$ cat config.mk
export PLATFORM = sky130hd
export DESIGN_NAME = rdr_register_bank
export DESIGN_NICKNAME = d
export VERILOG_FILES = /design/src/rdr_pkg.sv /design/src/rdr_sync2.sv /design/src/rdr_lane_eq_mem.sv /design/src/rdr_register_bank.sv
export SDC_FILE = /design/constraint.sdc
export NUM_CORES = 1
export LEC_CHECK = 0
export BUFFER_PORTS_ARGS = -buffer_cell sky130_fd_sc_hd__buf_2
export CAP_MARGIN = 20
export CELL_PAD_IN_SITES_DETAIL_PLACEMENT = 1
export CELL_PAD_IN_SITES_GLOBAL_PLACEMENT = 2
export CORE_ASPECT_RATIO = 0.6
export CORE_MARGIN = 4
export CORE_UTILIZATION = 36
export DETAILED_ROUTE_END_ITERATION = 12
export PLACE_DENSITY = 0.89
export REMOVE_ABC_BUFFERS = 1
export SYNTH_ARGS = -nofsm -noshare
export SYNTH_HDL_FRONTEND = slang
export SYNTH_SLANG_ARGS = --single-unit
export TNS_END_PERCENT = 20
$ cat constraint.sdc
create_clock -name clk_sys -period 4 [get_ports clk_sys]
set_input_delay 1 -clock clk_sys [delete_from_list [all_inputs] [get_ports clk_sys]]
set_output_delay 1 -clock clk_sys [all_outputs]
set_load 0.02 [all_outputs]
$ cat src/rdr_pkg.sv
// Purpose: shared constants for the re-driver configuration register bank
// Assumes: byte-wide registers reached through a two-wire serial slave port
// Notes: lane equalizer settings live in the rdr_lane_eq_mem module
// Behaviour
// - trim bits 4:3 scale every pre-emphasis: 00 less, 01 nominal default, 10 more
// - trim also acts in TMDS mode; with emphasis off it scales swing instead
// - bit 2 picks TMDS swing, low by default or high
// - bits 1:0 pick TMDS emphasis: none default, low, high, 11 reserved
// - hot-plug test bit clear: source hot-plug output follows sink hot-plug input
// - hot-plug test bit set: sink input taken high, output high, link enabled per squelch
// - bit 1 sets adapter detect polarity: clear means high is detected
// - adapter test bit clear: source detect output follows sink input with polarity
// - adapter test bit set: sink input ignored, output shows TMDS mode with polarity
// - writing one to reset bit 7 returns every register to its default
// - writing zero to reset bits does nothing; reset bits always read zero
// - writing one to reset bit 6 clears only the lane equalizer settings
// - config address is upper[3:0], middle and lower registers forming 20 bits
// - data port writes store to and reads return the addressed config location
// - identity bits 7:1 are read-only and return a fixed 7-bit code
// - identity bit 0 reads the inverse of the last write, zero after reset
// - offsets 22h to 27h are read-only reserved test registers ignoring writes
// - each lane holds four 3-bit settings, two per byte at 6:4 and 2:0
package rdr_pkg;
	// register offsets
	localparam logic [7:0] OFS_COND = 8'h15;
	localparam logic [7:0] OFS_DETECT = 8'h17;
	localparam logic [7:0] OFS_FTEST_LO = 8'h18;
	localparam logic [7:0] OFS_FTEST_HI = 8'h1A;
	localparam logic [7:0] OFS_RESET = 8'h1B;
	localparam logic [7:0] OFS_ADDR_UP = 8'h1C;
	localparam logic [7:0] OFS_ADDR_MID = 8'h1D;
	localparam logic [7:0] OFS_ADDR_LOW = 8'h1E;
	localparam logic [7:0] OFS_DATA = 8'h1F;
	localparam logic [7:0] OFS_IDENT = 8'h20;
	localparam logic [7:0] OFS_FTEST_B = 8'h21;
	localparam logic [7:0] OFS_RO_LO = 8'h22;
	localparam logic [7:0] OFS_RO_HI = 8'h27;
	// field positions
	localparam int TRIM_HI = 4;
	localparam int TRIM_LO = 3;
	localparam int SWING_BIT = 2;
	localparam int EMPH_HI = 1;
	localparam int HP_TEST_BIT = 3;
	localparam int CAD_POL_BIT = 1;
	localparam int CAD_TEST_BIT = 0;
	localparam int SOFT_RESET_BIT = 7;
	localparam int EQ_RESET_BIT = 6;
	// values after reset
	localparam logic [4:0] COND_RESET = 5'h08;
	localparam logic [1:0] TRIM_NOMINAL = 2'h1;
	localparam logic [7:0] BYTE_ZERO = 8'h00;
	localparam logic [7:0] EQ_RESET = 8'h00;
	localparam logic [7:0] EQ_MASK = 8'h77;
	localparam logic [7:0] RO_TEST_VALUE = 8'h00;
	// config space window holding the lane equalizer settings
	localparam logic [7:0] CFG_LANE_FIRST = 8'h03;
	localparam logic [7:0] CFG_LANE_LAST = 8'h06;
	localparam logic [11:0] CFG_PAGE_L01 = 12'h001;
	localparam logic [11:0] CFG_PAGE_L23 = 12'h002;
	localparam int EQ_ENTRIES = 8;
	localparam int EQ_IDX_W = 3;
	localparam int PIN_SYNC_W = 4;
	localparam logic [3:0] BIT_COUNT_BYTE = 4'h8;
	typedef enum logic [3:0] {
		RDR_IDLE = 4'h0,
		RDR_ADDR = 4'h1,
		RDR_ADDR_ACK = 4'h3,
		RDR_REG = 4'h2,
		RDR_REG_ACK = 4'h6,
		RDR_WDATA = 4'h7,
		RDR_WDATA_ACK = 4'h5,
		RDR_RDATA = 4'h4,
		RDR_RDATA_ACK = 4'hC
	} rdr_state_t;
endpackage

$ cat src/rdr_sync2.sv
// Purpose: two-stage synchroniser for pin inputs
// Assumes: inputs are asynchronous to clk_sys
// Notes: only the second stage leaves this module
`timescale 1ns/1ps
module rdr_sync2 #(
	parameter int WIDTH = 1
) (
	// clock and reset
	input wire logic clk_sys,
	input wire logic reset_n,
	// pins and synchronised copy
	input wire logic [WIDTH-1:0] pin_in,
	output logic [WIDTH-1:0] sync_out
);
	typedef struct packed {
		logic [WIDTH-1:0] stage1;
		logic [WIDTH-1:0] stage2;
	} rdr_sync_t;
	rdr_sync_t s_r;
	rdr_sync_t s_nxt;
	always_comb begin
		s_nxt.stage1 = pin_in;
		s_nxt.stage2 = s_r.stage1;
	end
	// shifts through reset too: the stages settle at the line levels before release,
	// so idle-high serial lines give the edge detectors no false edge afterwards
	always_ff @(posedge clk_sys) begin
		s_r <= s_nxt;
	end
	assign sync_out = s_r.stage2;
endmodule

$ cat src/rdr_lane_eq_mem.sv
// Purpose: storage for the per-lane equalizer settings
// Assumes: one write port, one registered read port
// Notes: full contents also leave in parallel to steer the equalizers
`timescale 1ns/1ps
module rdr_lane_eq_mem (
	// clock and reset
	input wire logic clk_sys,
	input wire logic reset_n,
	// access port
	input wire logic clear,
	input wire logic we,
	input wire logic [rdr_pkg::EQ_IDX_W-1:0] idx,
	input wire logic [7:0] wdata,
	output logic [7:0] rdata,
	// parallel contents, entry lane + 4 * level pair
	output logic [rdr_pkg::EQ_ENTRIES-1:0][7:0] entries
);
	typedef struct packed {
		logic [rdr_pkg::EQ_ENTRIES-1:0][7:0] ent;
		logic [7:0] rdata;
	} rdr_mem_t;
	rdr_mem_t s_r;
	rdr_mem_t s_nxt;
	always_comb begin
		s_nxt = s_r;
		if (clear) begin
			for (int i = 0; i < rdr_pkg::EQ_ENTRIES; i++) begin
				s_nxt.ent[i] = rdr_pkg::EQ_RESET;
			end
		end else if (we) begin
			// only the two 3-bit fields exist
			s_nxt.ent[idx] = wdata & rdr_pkg::EQ_MASK;
		end
		s_nxt.rdata = s_r.ent[idx];
	end
	always_ff @(posedge clk_sys) begin
		if (!reset_n) begin
			s_r <= '0;
		end else begin
			s_r <= s_nxt;
		end
	end
	assign rdata = s_r.rdata;
	assign entries = s_r.ent;
endmodule

$ cat src/rdr_register_bank.sv
// Purpose: serial-slave register bank for the re-driver output and detect controls
// Assumes: scl and sda arrive as pins; sda is open drain, pulled up outside
// Notes: the register pointer advances per data byte; config address never does
`timescale 1ns/1ps
module rdr_register_bank #(
	// arbitrary values, not tied to any real part
	parameter logic [6:0] SLAVE_ADDR = 7'h2C,
	parameter logic [6:0] PART_IDENTITY = 7'h2A
) (
	// clock and reset
	input wire logic clk_sys,
	input wire logic reset_n,
	// serial port
	input wire logic scl_in,
	input wire logic sda_in,
	output logic sda_out,
	output logic sda_oe,
	// sideband pins and link status
	input wire logic sink_hotplug_in,
	input wire logic sink_adapter_detect_in,
	input wire logic squelch_open,
	input wire logic pre_emphasis_active,
	output logic source_hotplug_out,
	output logic source_adapter_detect_out,
	output logic main_link_enable,
	// output conditioning controls
	output logic [1:0] emphasis_trim,
	output logic [1:0] swing_trim,
	output logic tmds_swing_select,
	output logic [1:0] tmds_emphasis_select,
	// lane equalizer settings, 3 bits per lane and level
	output logic [rdr_pkg::EQ_ENTRIES-1:0][7:0] lane_level_equalizer_setting
);
	typedef struct packed {
		rdr_pkg::rdr_state_t st;
		logic [3:0] bitcnt;
		logic [7:0] shreg;
		logic [7:0] tx;
		logic rw;
		logic nack;
		logic [7:0] ptr;
		logic drive;
		logic scl_q;
		logic sda_q;
		logic [4:0] cond;
		logic hp_test;
		logic cad_pol;
		logic cad_test;
		logic [3:0][7:0] ftest;
		logic [3:0] addr_up;
		logic [7:0] addr_mid;
		logic [7:0] addr_low;
		logic inv_store;
		logic hp_out;
		logic cad_out;
		logic link_en;
		logic [1:0] swing_trim;
	} rdr_bank_t;

	rdr_bank_t s_r;
	rdr_bank_t s_nxt;
	logic [rdr_pkg::PIN_SYNC_W-1:0] pins_sync;
	logic scl_s;
	logic sda_s;
	logic hp_s;
	logic cad_s;
	logic mem_clear;
	logic mem_we;
	logic [7:0] mem_wdata;
	logic [7:0] mem_rdata;
	logic [3:0] cfg_dec;
	logic [7:0] rd_byte;
	logic scl_rise;
	logic scl_fall;
	logic start_cond;
	logic stop_cond;
	logic hp_eff;
	logic cad_raw;

	rdr_sync2 #(
		.WIDTH(rdr_pkg::PIN_SYNC_W)
	) u_sync (
		.clk_sys(clk_sys),
		.reset_n(reset_n),
		.pin_in({scl_in, sda_in, sink_hotplug_in, sink_adapter_detect_in}),
		.sync_out(pins_sync)
	);
	assign scl_s = pins_sync[3];
	assign sda_s = pins_sync[2];
	assign hp_s = pins_sync[1];
	assign cad_s = pins_sync[0];

	// slot of the factory test storage; bit 2 flags a hit
	function automatic logic [2:0] ftest_slot(input logic [7:0] ofs);
		if (ofs >= rdr_pkg::OFS_FTEST_LO && ofs <= rdr_pkg::OFS_FTEST_HI) begin
			ftest_slot = {1'b1, 2'(ofs - rdr_pkg::OFS_FTEST_LO)};
		end else if (ofs == rdr_pkg::OFS_FTEST_B) begin
			ftest_slot = 3'h7;
		end else begin
			ftest_slot = 3'h0;
		end
	endfunction

	// config address to equalizer entry; bit 3 flags a hit
	function automatic logic [3:0] cfg_index(input logic [19:0] a);
		logic [7:0] lane_ofs;
		lane_ofs = a[7:0] - rdr_pkg::CFG_LANE_FIRST;
		if (a[7:0] >= rdr_pkg::CFG_LANE_FIRST && a[7:0] <= rdr_pkg::CFG_LANE_LAST &&
			(a[19:8] == rdr_pkg::CFG_PAGE_L01 || a[19:8] == rdr_pkg::CFG_PAGE_L23)) begin
			cfg_index = {1'b1, a[19:8] == rdr_pkg::CFG_PAGE_L23, lane_ofs[1:0]};
		end else begin
			cfg_index = 4'h0;
		end
	endfunction

	assign cfg_dec = cfg_index({s_r.addr_up, s_r.addr_mid, s_r.addr_low});

	rdr_lane_eq_mem u_eq (
		.clk_sys(clk_sys),
		.reset_n(reset_n),
		.clear(mem_clear),
		.we(mem_we),
		.idx(cfg_dec[2:0]),
		.wdata(mem_wdata),
		.rdata(mem_rdata),
		.entries(lane_level_equalizer_setting)
	);

	// read multiplexer for the register pointer
	always_comb begin
		logic [2:0] slot;
		slot = ftest_slot(s_r.ptr);
		rd_byte = rdr_pkg::BYTE_ZERO;
		if (slot[2]) begin
			rd_byte = s_r.ftest[slot[1:0]];
		end else begin
			case (s_r.ptr)
				rdr_pkg::OFS_COND: rd_byte = {3'h0, s_r.cond};
				rdr_pkg::OFS_DETECT: rd_byte = {4'h0, s_r.hp_test, 1'b0, s_r.cad_pol, s_r.cad_test};
				rdr_pkg::OFS_RESET: rd_byte = rdr_pkg::BYTE_ZERO;
				rdr_pkg::OFS_ADDR_UP: rd_byte = {4'h0, s_r.addr_up};
				rdr_pkg::OFS_ADDR_MID: rd_byte = s_r.addr_mid;
				rdr_pkg::OFS_ADDR_LOW: rd_byte = s_r.addr_low;
				// unmapped config locations read zero
				rdr_pkg::OFS_DATA: rd_byte = cfg_dec[3] ? mem_rdata : rdr_pkg::BYTE_ZERO;
				rdr_pkg::OFS_IDENT: rd_byte = {PART_IDENTITY, ~s_r.inv_store};
				default: begin
					if (s_r.ptr >= rdr_pkg::OFS_RO_LO && s_r.ptr <= rdr_pkg::OFS_RO_HI) begin
						rd_byte = rdr_pkg::RO_TEST_VALUE;
					end
				end
			endcase
		end
	end

	assign scl_rise = scl_s && !s_r.scl_q;
	assign scl_fall = !scl_s && s_r.scl_q;
	assign start_cond = scl_s && s_r.scl_q && s_r.sda_q && !sda_s;
	assign stop_cond = scl_s && s_r.scl_q && !s_r.sda_q && sda_s;
	assign hp_eff = s_r.hp_test ? 1'b1 : hp_s;
	assign cad_raw = s_r.cad_test ? 1'b1 : cad_s;

	always_comb begin
		logic [2:0] wslot;
		logic wr_byte;
		s_nxt = s_r;
		mem_clear = 1'b0;
		mem_we = 1'b0;
		mem_wdata = s_r.shreg;
		wr_byte = 1'b0;
		wslot = ftest_slot(s_r.ptr);
		s_nxt.scl_q = scl_s;
		s_nxt.sda_q = sda_s;
		if (scl_rise) begin
			s_nxt.shreg = {s_r.shreg[6:0], sda_s};
			s_nxt.bitcnt = s_r.bitcnt + 4'h1;
		end
		case (s_r.st)
			rdr_pkg::RDR_IDLE: begin
				s_nxt.drive = 1'b0;
			end
			rdr_pkg::RDR_ADDR: begin
				if (scl_fall && s_r.bitcnt == rdr_pkg::BIT_COUNT_BYTE) begin
					if (s_r.shreg[7:1] == SLAVE_ADDR) begin
						s_nxt.drive = 1'b1;
						s_nxt.rw = s_r.shreg[0];
						s_nxt.st = rdr_pkg::RDR_ADDR_ACK;
					end else begin
						s_nxt.st = rdr_pkg::RDR_IDLE;
					end
				end
			end
			rdr_pkg::RDR_ADDR_ACK: begin
				if (scl_fall) begin
					s_nxt.bitcnt = 4'h0;
					if (s_r.rw) begin
						s_nxt.tx = rd_byte;
						s_nxt.drive = ~rd_byte[7];
						s_nxt.st = rdr_pkg::RDR_RDATA;
					end else begin
						s_nxt.drive = 1'b0;
						s_nxt.st = rdr_pkg::RDR_REG;
					end
				end
			end
			rdr_pkg::RDR_REG: begin
				if (scl_fall && s_r.bitcnt == rdr_pkg::BIT_COUNT_BYTE) begin
					s_nxt.ptr = s_r.shreg;
					s_nxt.drive = 1'b1;
					s_nxt.st = rdr_pkg::RDR_REG_ACK;
				end
			end
			rdr_pkg::RDR_REG_ACK, rdr_pkg::RDR_WDATA_ACK: begin
				if (scl_fall) begin
					s_nxt.drive = 1'b0;
					s_nxt.bitcnt = 4'h0;
					s_nxt.st = rdr_pkg::RDR_WDATA;
				end
			end
			rdr_pkg::RDR_WDATA: begin
				if (scl_fall && s_r.bitcnt == rdr_pkg::BIT_COUNT_BYTE) begin
					wr_byte = 1'b1;
					s_nxt.ptr = s_r.ptr + 8'h01;
					s_nxt.drive = 1'b1;
					s_nxt.st = rdr_pkg::RDR_WDATA_ACK;
				end
			end
			rdr_pkg::RDR_RDATA: begin
				if (scl_fall) begin
					if (s_r.bitcnt == rdr_pkg::BIT_COUNT_BYTE) begin
						s_nxt.drive = 1'b0;
						s_nxt.ptr = s_r.ptr + 8'h01;
						s_nxt.st = rdr_pkg::RDR_RDATA_ACK;
					end else begin
						s_nxt.tx = {s_r.tx[6:0], 1'b0};
						s_nxt.drive = ~s_r.tx[6];
					end
				end
			end
			rdr_pkg::RDR_RDATA_ACK: begin
				if (scl_rise) begin
					s_nxt.nack = sda_s;
				end
				if (scl_fall) begin
					s_nxt.bitcnt = 4'h0;
					if (s_r.nack) begin
						s_nxt.st = rdr_pkg::RDR_IDLE;
					end else begin
						s_nxt.tx = rd_byte;
						s_nxt.drive = ~rd_byte[7];
						s_nxt.st = rdr_pkg::RDR_RDATA;
					end
				end
			end
			default: begin
				s_nxt.st = rdr_pkg::RDR_IDLE;
				s_nxt.drive = 1'b0;
			end
		endcase
		if (start_cond) begin
			s_nxt.st = rdr_pkg::RDR_ADDR;
			s_nxt.bitcnt = 4'h0;
			s_nxt.drive = 1'b0;
		end else if (stop_cond) begin
			s_nxt.st = rdr_pkg::RDR_IDLE;
			s_nxt.drive = 1'b0;
		end
		// register write at the end of a data byte
		if (wr_byte) begin
			if (wslot[2]) begin
				// factory test bytes keep whatever is written
				s_nxt.ftest[wslot[1:0]] = s_r.shreg;
			end
			case (s_r.ptr)
				rdr_pkg::OFS_COND: s_nxt.cond = s_r.shreg[4:0];
				rdr_pkg::OFS_DETECT: begin
					s_nxt.hp_test = s_r.shreg[rdr_pkg::HP_TEST_BIT];
					s_nxt.cad_pol = s_r.shreg[rdr_pkg::CAD_POL_BIT];
					s_nxt.cad_test = s_r.shreg[rdr_pkg::CAD_TEST_BIT];
				end
				rdr_pkg::OFS_ADDR_UP: s_nxt.addr_up = s_r.shreg[3:0];
				rdr_pkg::OFS_ADDR_MID: s_nxt.addr_mid = s_r.shreg;
				rdr_pkg::OFS_ADDR_LOW: s_nxt.addr_low = s_r.shreg;
				rdr_pkg::OFS_DATA: mem_we = cfg_dec[3];
				rdr_pkg::OFS_IDENT: s_nxt.inv_store = s_r.shreg[0];
				rdr_pkg::OFS_RESET: begin
					// zero bits fall through untouched
					if (s_r.shreg[rdr_pkg::SOFT_RESET_BIT]) begin
						s_nxt.cond = rdr_pkg::COND_RESET;
						s_nxt.hp_test = 1'b0;
						s_nxt.cad_pol = 1'b0;
						s_nxt.cad_test = 1'b0;
						s_nxt.ftest = '0;
						s_nxt.addr_up = 4'h0;
						s_nxt.addr_mid = rdr_pkg::BYTE_ZERO;
						s_nxt.addr_low = rdr_pkg::BYTE_ZERO;
						s_nxt.inv_store = 1'b1;
					end
					mem_clear = s_r.shreg[rdr_pkg::SOFT_RESET_BIT] ||
						s_r.shreg[rdr_pkg::EQ_RESET_BIT];
				end
				default: begin
					// read-only and unmapped offsets drop the byte
					mem_we = 1'b0;
				end
			endcase
		end
		// sideband outputs, registered to avoid glitches on the pins
		s_nxt.hp_out = hp_eff;
		s_nxt.link_en = hp_eff && squelch_open;
		s_nxt.cad_out = cad_raw ^ s_r.cad_pol;
		// trim moves the swing only while emphasis is off
		s_nxt.swing_trim = pre_emphasis_active ? rdr_pkg::TRIM_NOMINAL :
			s_r.cond[rdr_pkg::TRIM_HI:rdr_pkg::TRIM_LO];
	end

	always_ff @(posedge clk_sys) begin
		if (!reset_n) begin
			s_r <= '0;
			s_r.st <= rdr_pkg::RDR_IDLE;
			s_r.scl_q <= 1'b1;
			s_r.sda_q <= 1'b1;
			s_r.cond <= rdr_pkg::COND_RESET;
			s_r.inv_store <= 1'b1;
			s_r.swing_trim <= rdr_pkg::TRIM_NOMINAL;
		end else begin
			s_r <= s_nxt;
		end
	end

	// open drain: only ever pulls low
	assign sda_out = 1'b0;
	assign sda_oe = s_r.drive;
	assign source_hotplug_out = s_r.hp_out;
	assign source_adapter_detect_out = s_r.cad_out;
	assign main_link_enable = s_r.link_en;
	// trim reaches main link and TMDS emphasis alike
	assign emphasis_trim = s_r.cond[rdr_pkg::TRIM_HI:rdr_pkg::TRIM_LO];
	assign swing_trim = s_r.swing_trim;
	assign tmds_swing_select = s_r.cond[rdr_pkg::SWING_BIT];
	assign tmds_emphasis_select = s_r.cond[rdr_pkg::EMPH_HI:0];
endmodule

==> results by group <==
Die
  – Top-level I/O count: 84
  – Die H: approximately 130 um
  – Initial core utilization: 0.371
  – Die area: about 26000 um^2
  – Die X: 204 um
  – Core Region: between 20000 and 25000 um^2
  – Rows: 42

Timing
  – Final Max Slew Viols: 0
  – Clk_skew: 0.0131 ns
  – Worst slack on hold paths: between 0.3 and 0.4 ns
  – Fmax: 290 MHz
  – RSZ-0062 raised after global routing: no
  – Tmin final: 3.45 ns
  – TNS Setup: 0 ns
  – Tcrit/Tclk final: 0.862
  – Least-Margin Pin Slew: ~1.1 ns
  – Worst slew margin: 0.276
  – Hold Vio Cnt, Final: 0
  – Final setup violating endpoints: 0

Clocking
  – Resize count post-CTS: 0
  – H-Tree Depth: 4
  – CTS buffer count: 17
  – Clk slew on worst S/H paths: 0.07 ns
  – Hold-fix buffers at CTS: 0
  – Setup Buffers After CTS: 0
  – CTS root buffer: clkbuf_16
  – CTS Sinks: 164
  – Clk_lat worst skew: between 0.4 and 0.5 ns
  – CTS tree: built
  – Max Root-Sink Buffers: 2

Critical path
  – CP Data Arrival Time: ~3.8 ns
  – Critical Path Source Type: flip-flop
  – Worst Path Buf+Inv: 2
  – CP Launch Point: s_r[69]
  – Reg2reg start: s_r[69]
  – Worst EP required: between 4 and 5 ns
  – CP Class: reg2reg
  – Critical-path cell list: ha_1 > inv_1 > or4_1 > buf_4 > o21ai_1 > nand2_1 > a22oi_1 > nor2b_1
  – Worst R2R Setup Slack: 0.55 ns
  – Critical path endpoint category: flip-flop
  – Cell family with most CP delay: simple AND/OR/NAND/NOR gates
  – Max incr delay on CP: around 0.9 ns
  – Worst path slowest cell: or4_1
  – Max FO, Critical Path: 22

Logic synthesis
  – Async SR Flop Fraction: 0
  – Post-synth EDFFs: 0
  – Synth area leaders: dfxtp_1 39%, mux2i_1 7.7%, nand2_1 4.4%, nor2b_1 4.4%, nor2_1 3.7%
  – Synth cell types: 85
  – Mapped Cells: between 900 and 1000
  – Mapped Area: slightly above 8000 um^2
  – Ys flop type: dfxtp_1
  – Share of the synthesized area in the top cell type: 0.395
  – #FFs+latches synth: about 160
  – Register area share after synthesis: 0.395
  – Avg Cell Area, Syn: ~8.8 um^2
  – Syn. warnings: 0
  – Top cell type by total area after synthesis: dfxtp_1

Routing
  – Initial DRC count: around 890
  – DRC: 0
  – Wire per inst: between 20 and 25 um
  – DR vias: around 7400
  – WL final: between 20000 and 30000 um
  – Remaining antenna violation count after routing: 0
  – Via/cell ratio: about 5.7
  – First-pass iteration count of the detailed router: 6

Power
  – Leak: ~3.5 nW
  – Maximum vdd drop: ~0.28 mV
  – Design Power: roughly 3.5 mW
  – Pwr/cell area: between 300 and 400 nW/um^2

Placed design
  – Port Buffers: 66
  – DP HPWL: ~20000 um
  – DP Area: around 9000 um^2
  – Routability congestion estimate: 0.939

Cells and area
  – Diode count: 0
  – Final Util: 0.418
  – Number of nets in the layout: 989
  – Layout cell share with drive strength beyond 1: 0.152
  – Commonest non-fill, non-tap cell in the layout: dfxtp_1
  – Fillers: 2659
  – Post-route cell area: 9370 um^2
  – Commonest cells after routing, fill and taps aside: 164 x dfxtp_1, 98 x nand2_1, 83 x nor2_1
  – Area growth, synth to finish: 12.6%

Global routing
  – Largest net degree at the start of global routing: 49
  – Initial antenna violation count: 0
  – GRT Util Overall: 0.214
  – First-pass GRT wire length: 43300 um
  – Total grt overflow: 0
  – Number of global-route vias before repair: around 7300

Status
  – Status: finished clean

Min path
  – Hold_sp: u_sync.s_nxt[3]
  – HP Class: reg2reg

Flow run
  – Max-Cap Viols: 0
==> cells by family after synthesis <==
kind of cell               share of synthesized area
AOI/OAI and AO/OA                              0.196
and+or+nand+nor                                0.231
other                                       0.000451
DFF                                            0.395
muxes                                         0.0892
buffers and inverters                         0.0686
xor gates and xnor gates                     0.00737
adders and majority gates                     0.0132
==> layout make-up <==
cell class	instances	area, um^2	area share
Clock buffer	18	429	0.0458
Clock inverter	14	174	0.0186
Inverter	15	56.3	0.00601
Multi-Input combinational cell	687	4540	0.485
Sequential cell	164	3280	0.351
Tap cell	308	385	0.0411
Timing Repair Buffer	88	495	0.0529
==> stage by stage <==
step / cells / setup slack [ns]
after floorplan: 866 / -0.638
after global placement: 1262 / 0.798
after detailed placement: 1262 / 0.684
after CTS: 1294 / 0.634
after global routing: 1294 / 0.380
final: 1294 / 0.553
==> sequential cells by signal, indices dropped and copies added (netlist names), 2 cells and up <==
| signal | flops |
|---|---|
| u_sync.sync_out | 4 |
| mem_wdata | 8 |
| u_eq.rdata | 6 |
| emphasis_trim | 2 |
| s_r | 83 |
| u_sync.s_nxt | 4 |
| tmds_emphasis_select | 2 |
| swing_trim | 2 |
| u_eq.entries | 48 |
==> per-layer routing <==
layer,up-vias,global-route usage,routed length [um]
met4,0,0.0528,311
met5,-,0,0
met2,274,0.283,10900
li1,3414,-,-
met3,27,0.0606,2380
met1,3703,0.337,14100
==> final timing paths <==
kind | to | depth (start not counted)
worst max register to register | s_r[40] | 8
worst min register to register | u_sync.sync_out[3] | 0
worst min-delay path | u_sync.sync_out[3] | 0
worst max-delay path | s_r[40] | 8
==> power by group <==
group	switching (mW)	leakage [nW]	total, mW	internal, mW
sequential	0.00522	1.33	1.65	1.64
clock	0.731	0.297	1.72	0.993
combinational	0.0666	1.83	0.0964	0.0298
total	0.803	3.45	3.47	2.66
==> cells in the mapped netlist, drive strengths merged, types with 4 or more instances <==
cell type and number:
o211ai 10, xnor2 4, o22ai 5, o21a 5
nand4 10, nor2b 58, o31ai 4, a221oi 7
ha 8, nor3 17, nand2 98, nor4b 4
a31oi 8, o2bb2ai 4, mux2i 64, a22o 4
nor4 7, buf 49, nand3 27, nor2 83
dfxtp 164, nand3b 4, and3 8, clkbuf 48
o32ai 4, a22oi 22, nand2b 8, and2 13
o21ai 36, inv 15, a32oi 26, a21boi 28
a21oi 37
==> worst register-to-register path, cell delays in order (launching register included) <==
cell and delay (ns):
dfxtp_1 0.70, ha_1 0.48, inv_1 0.17, or4_1 0.90
buf_4 0.38, o21ai_1 0.10, nand2_1 0.22, a22oi_1 0.30
nor2b_1 0.07
Note: power is estimated with default switching activity, not from simulation.
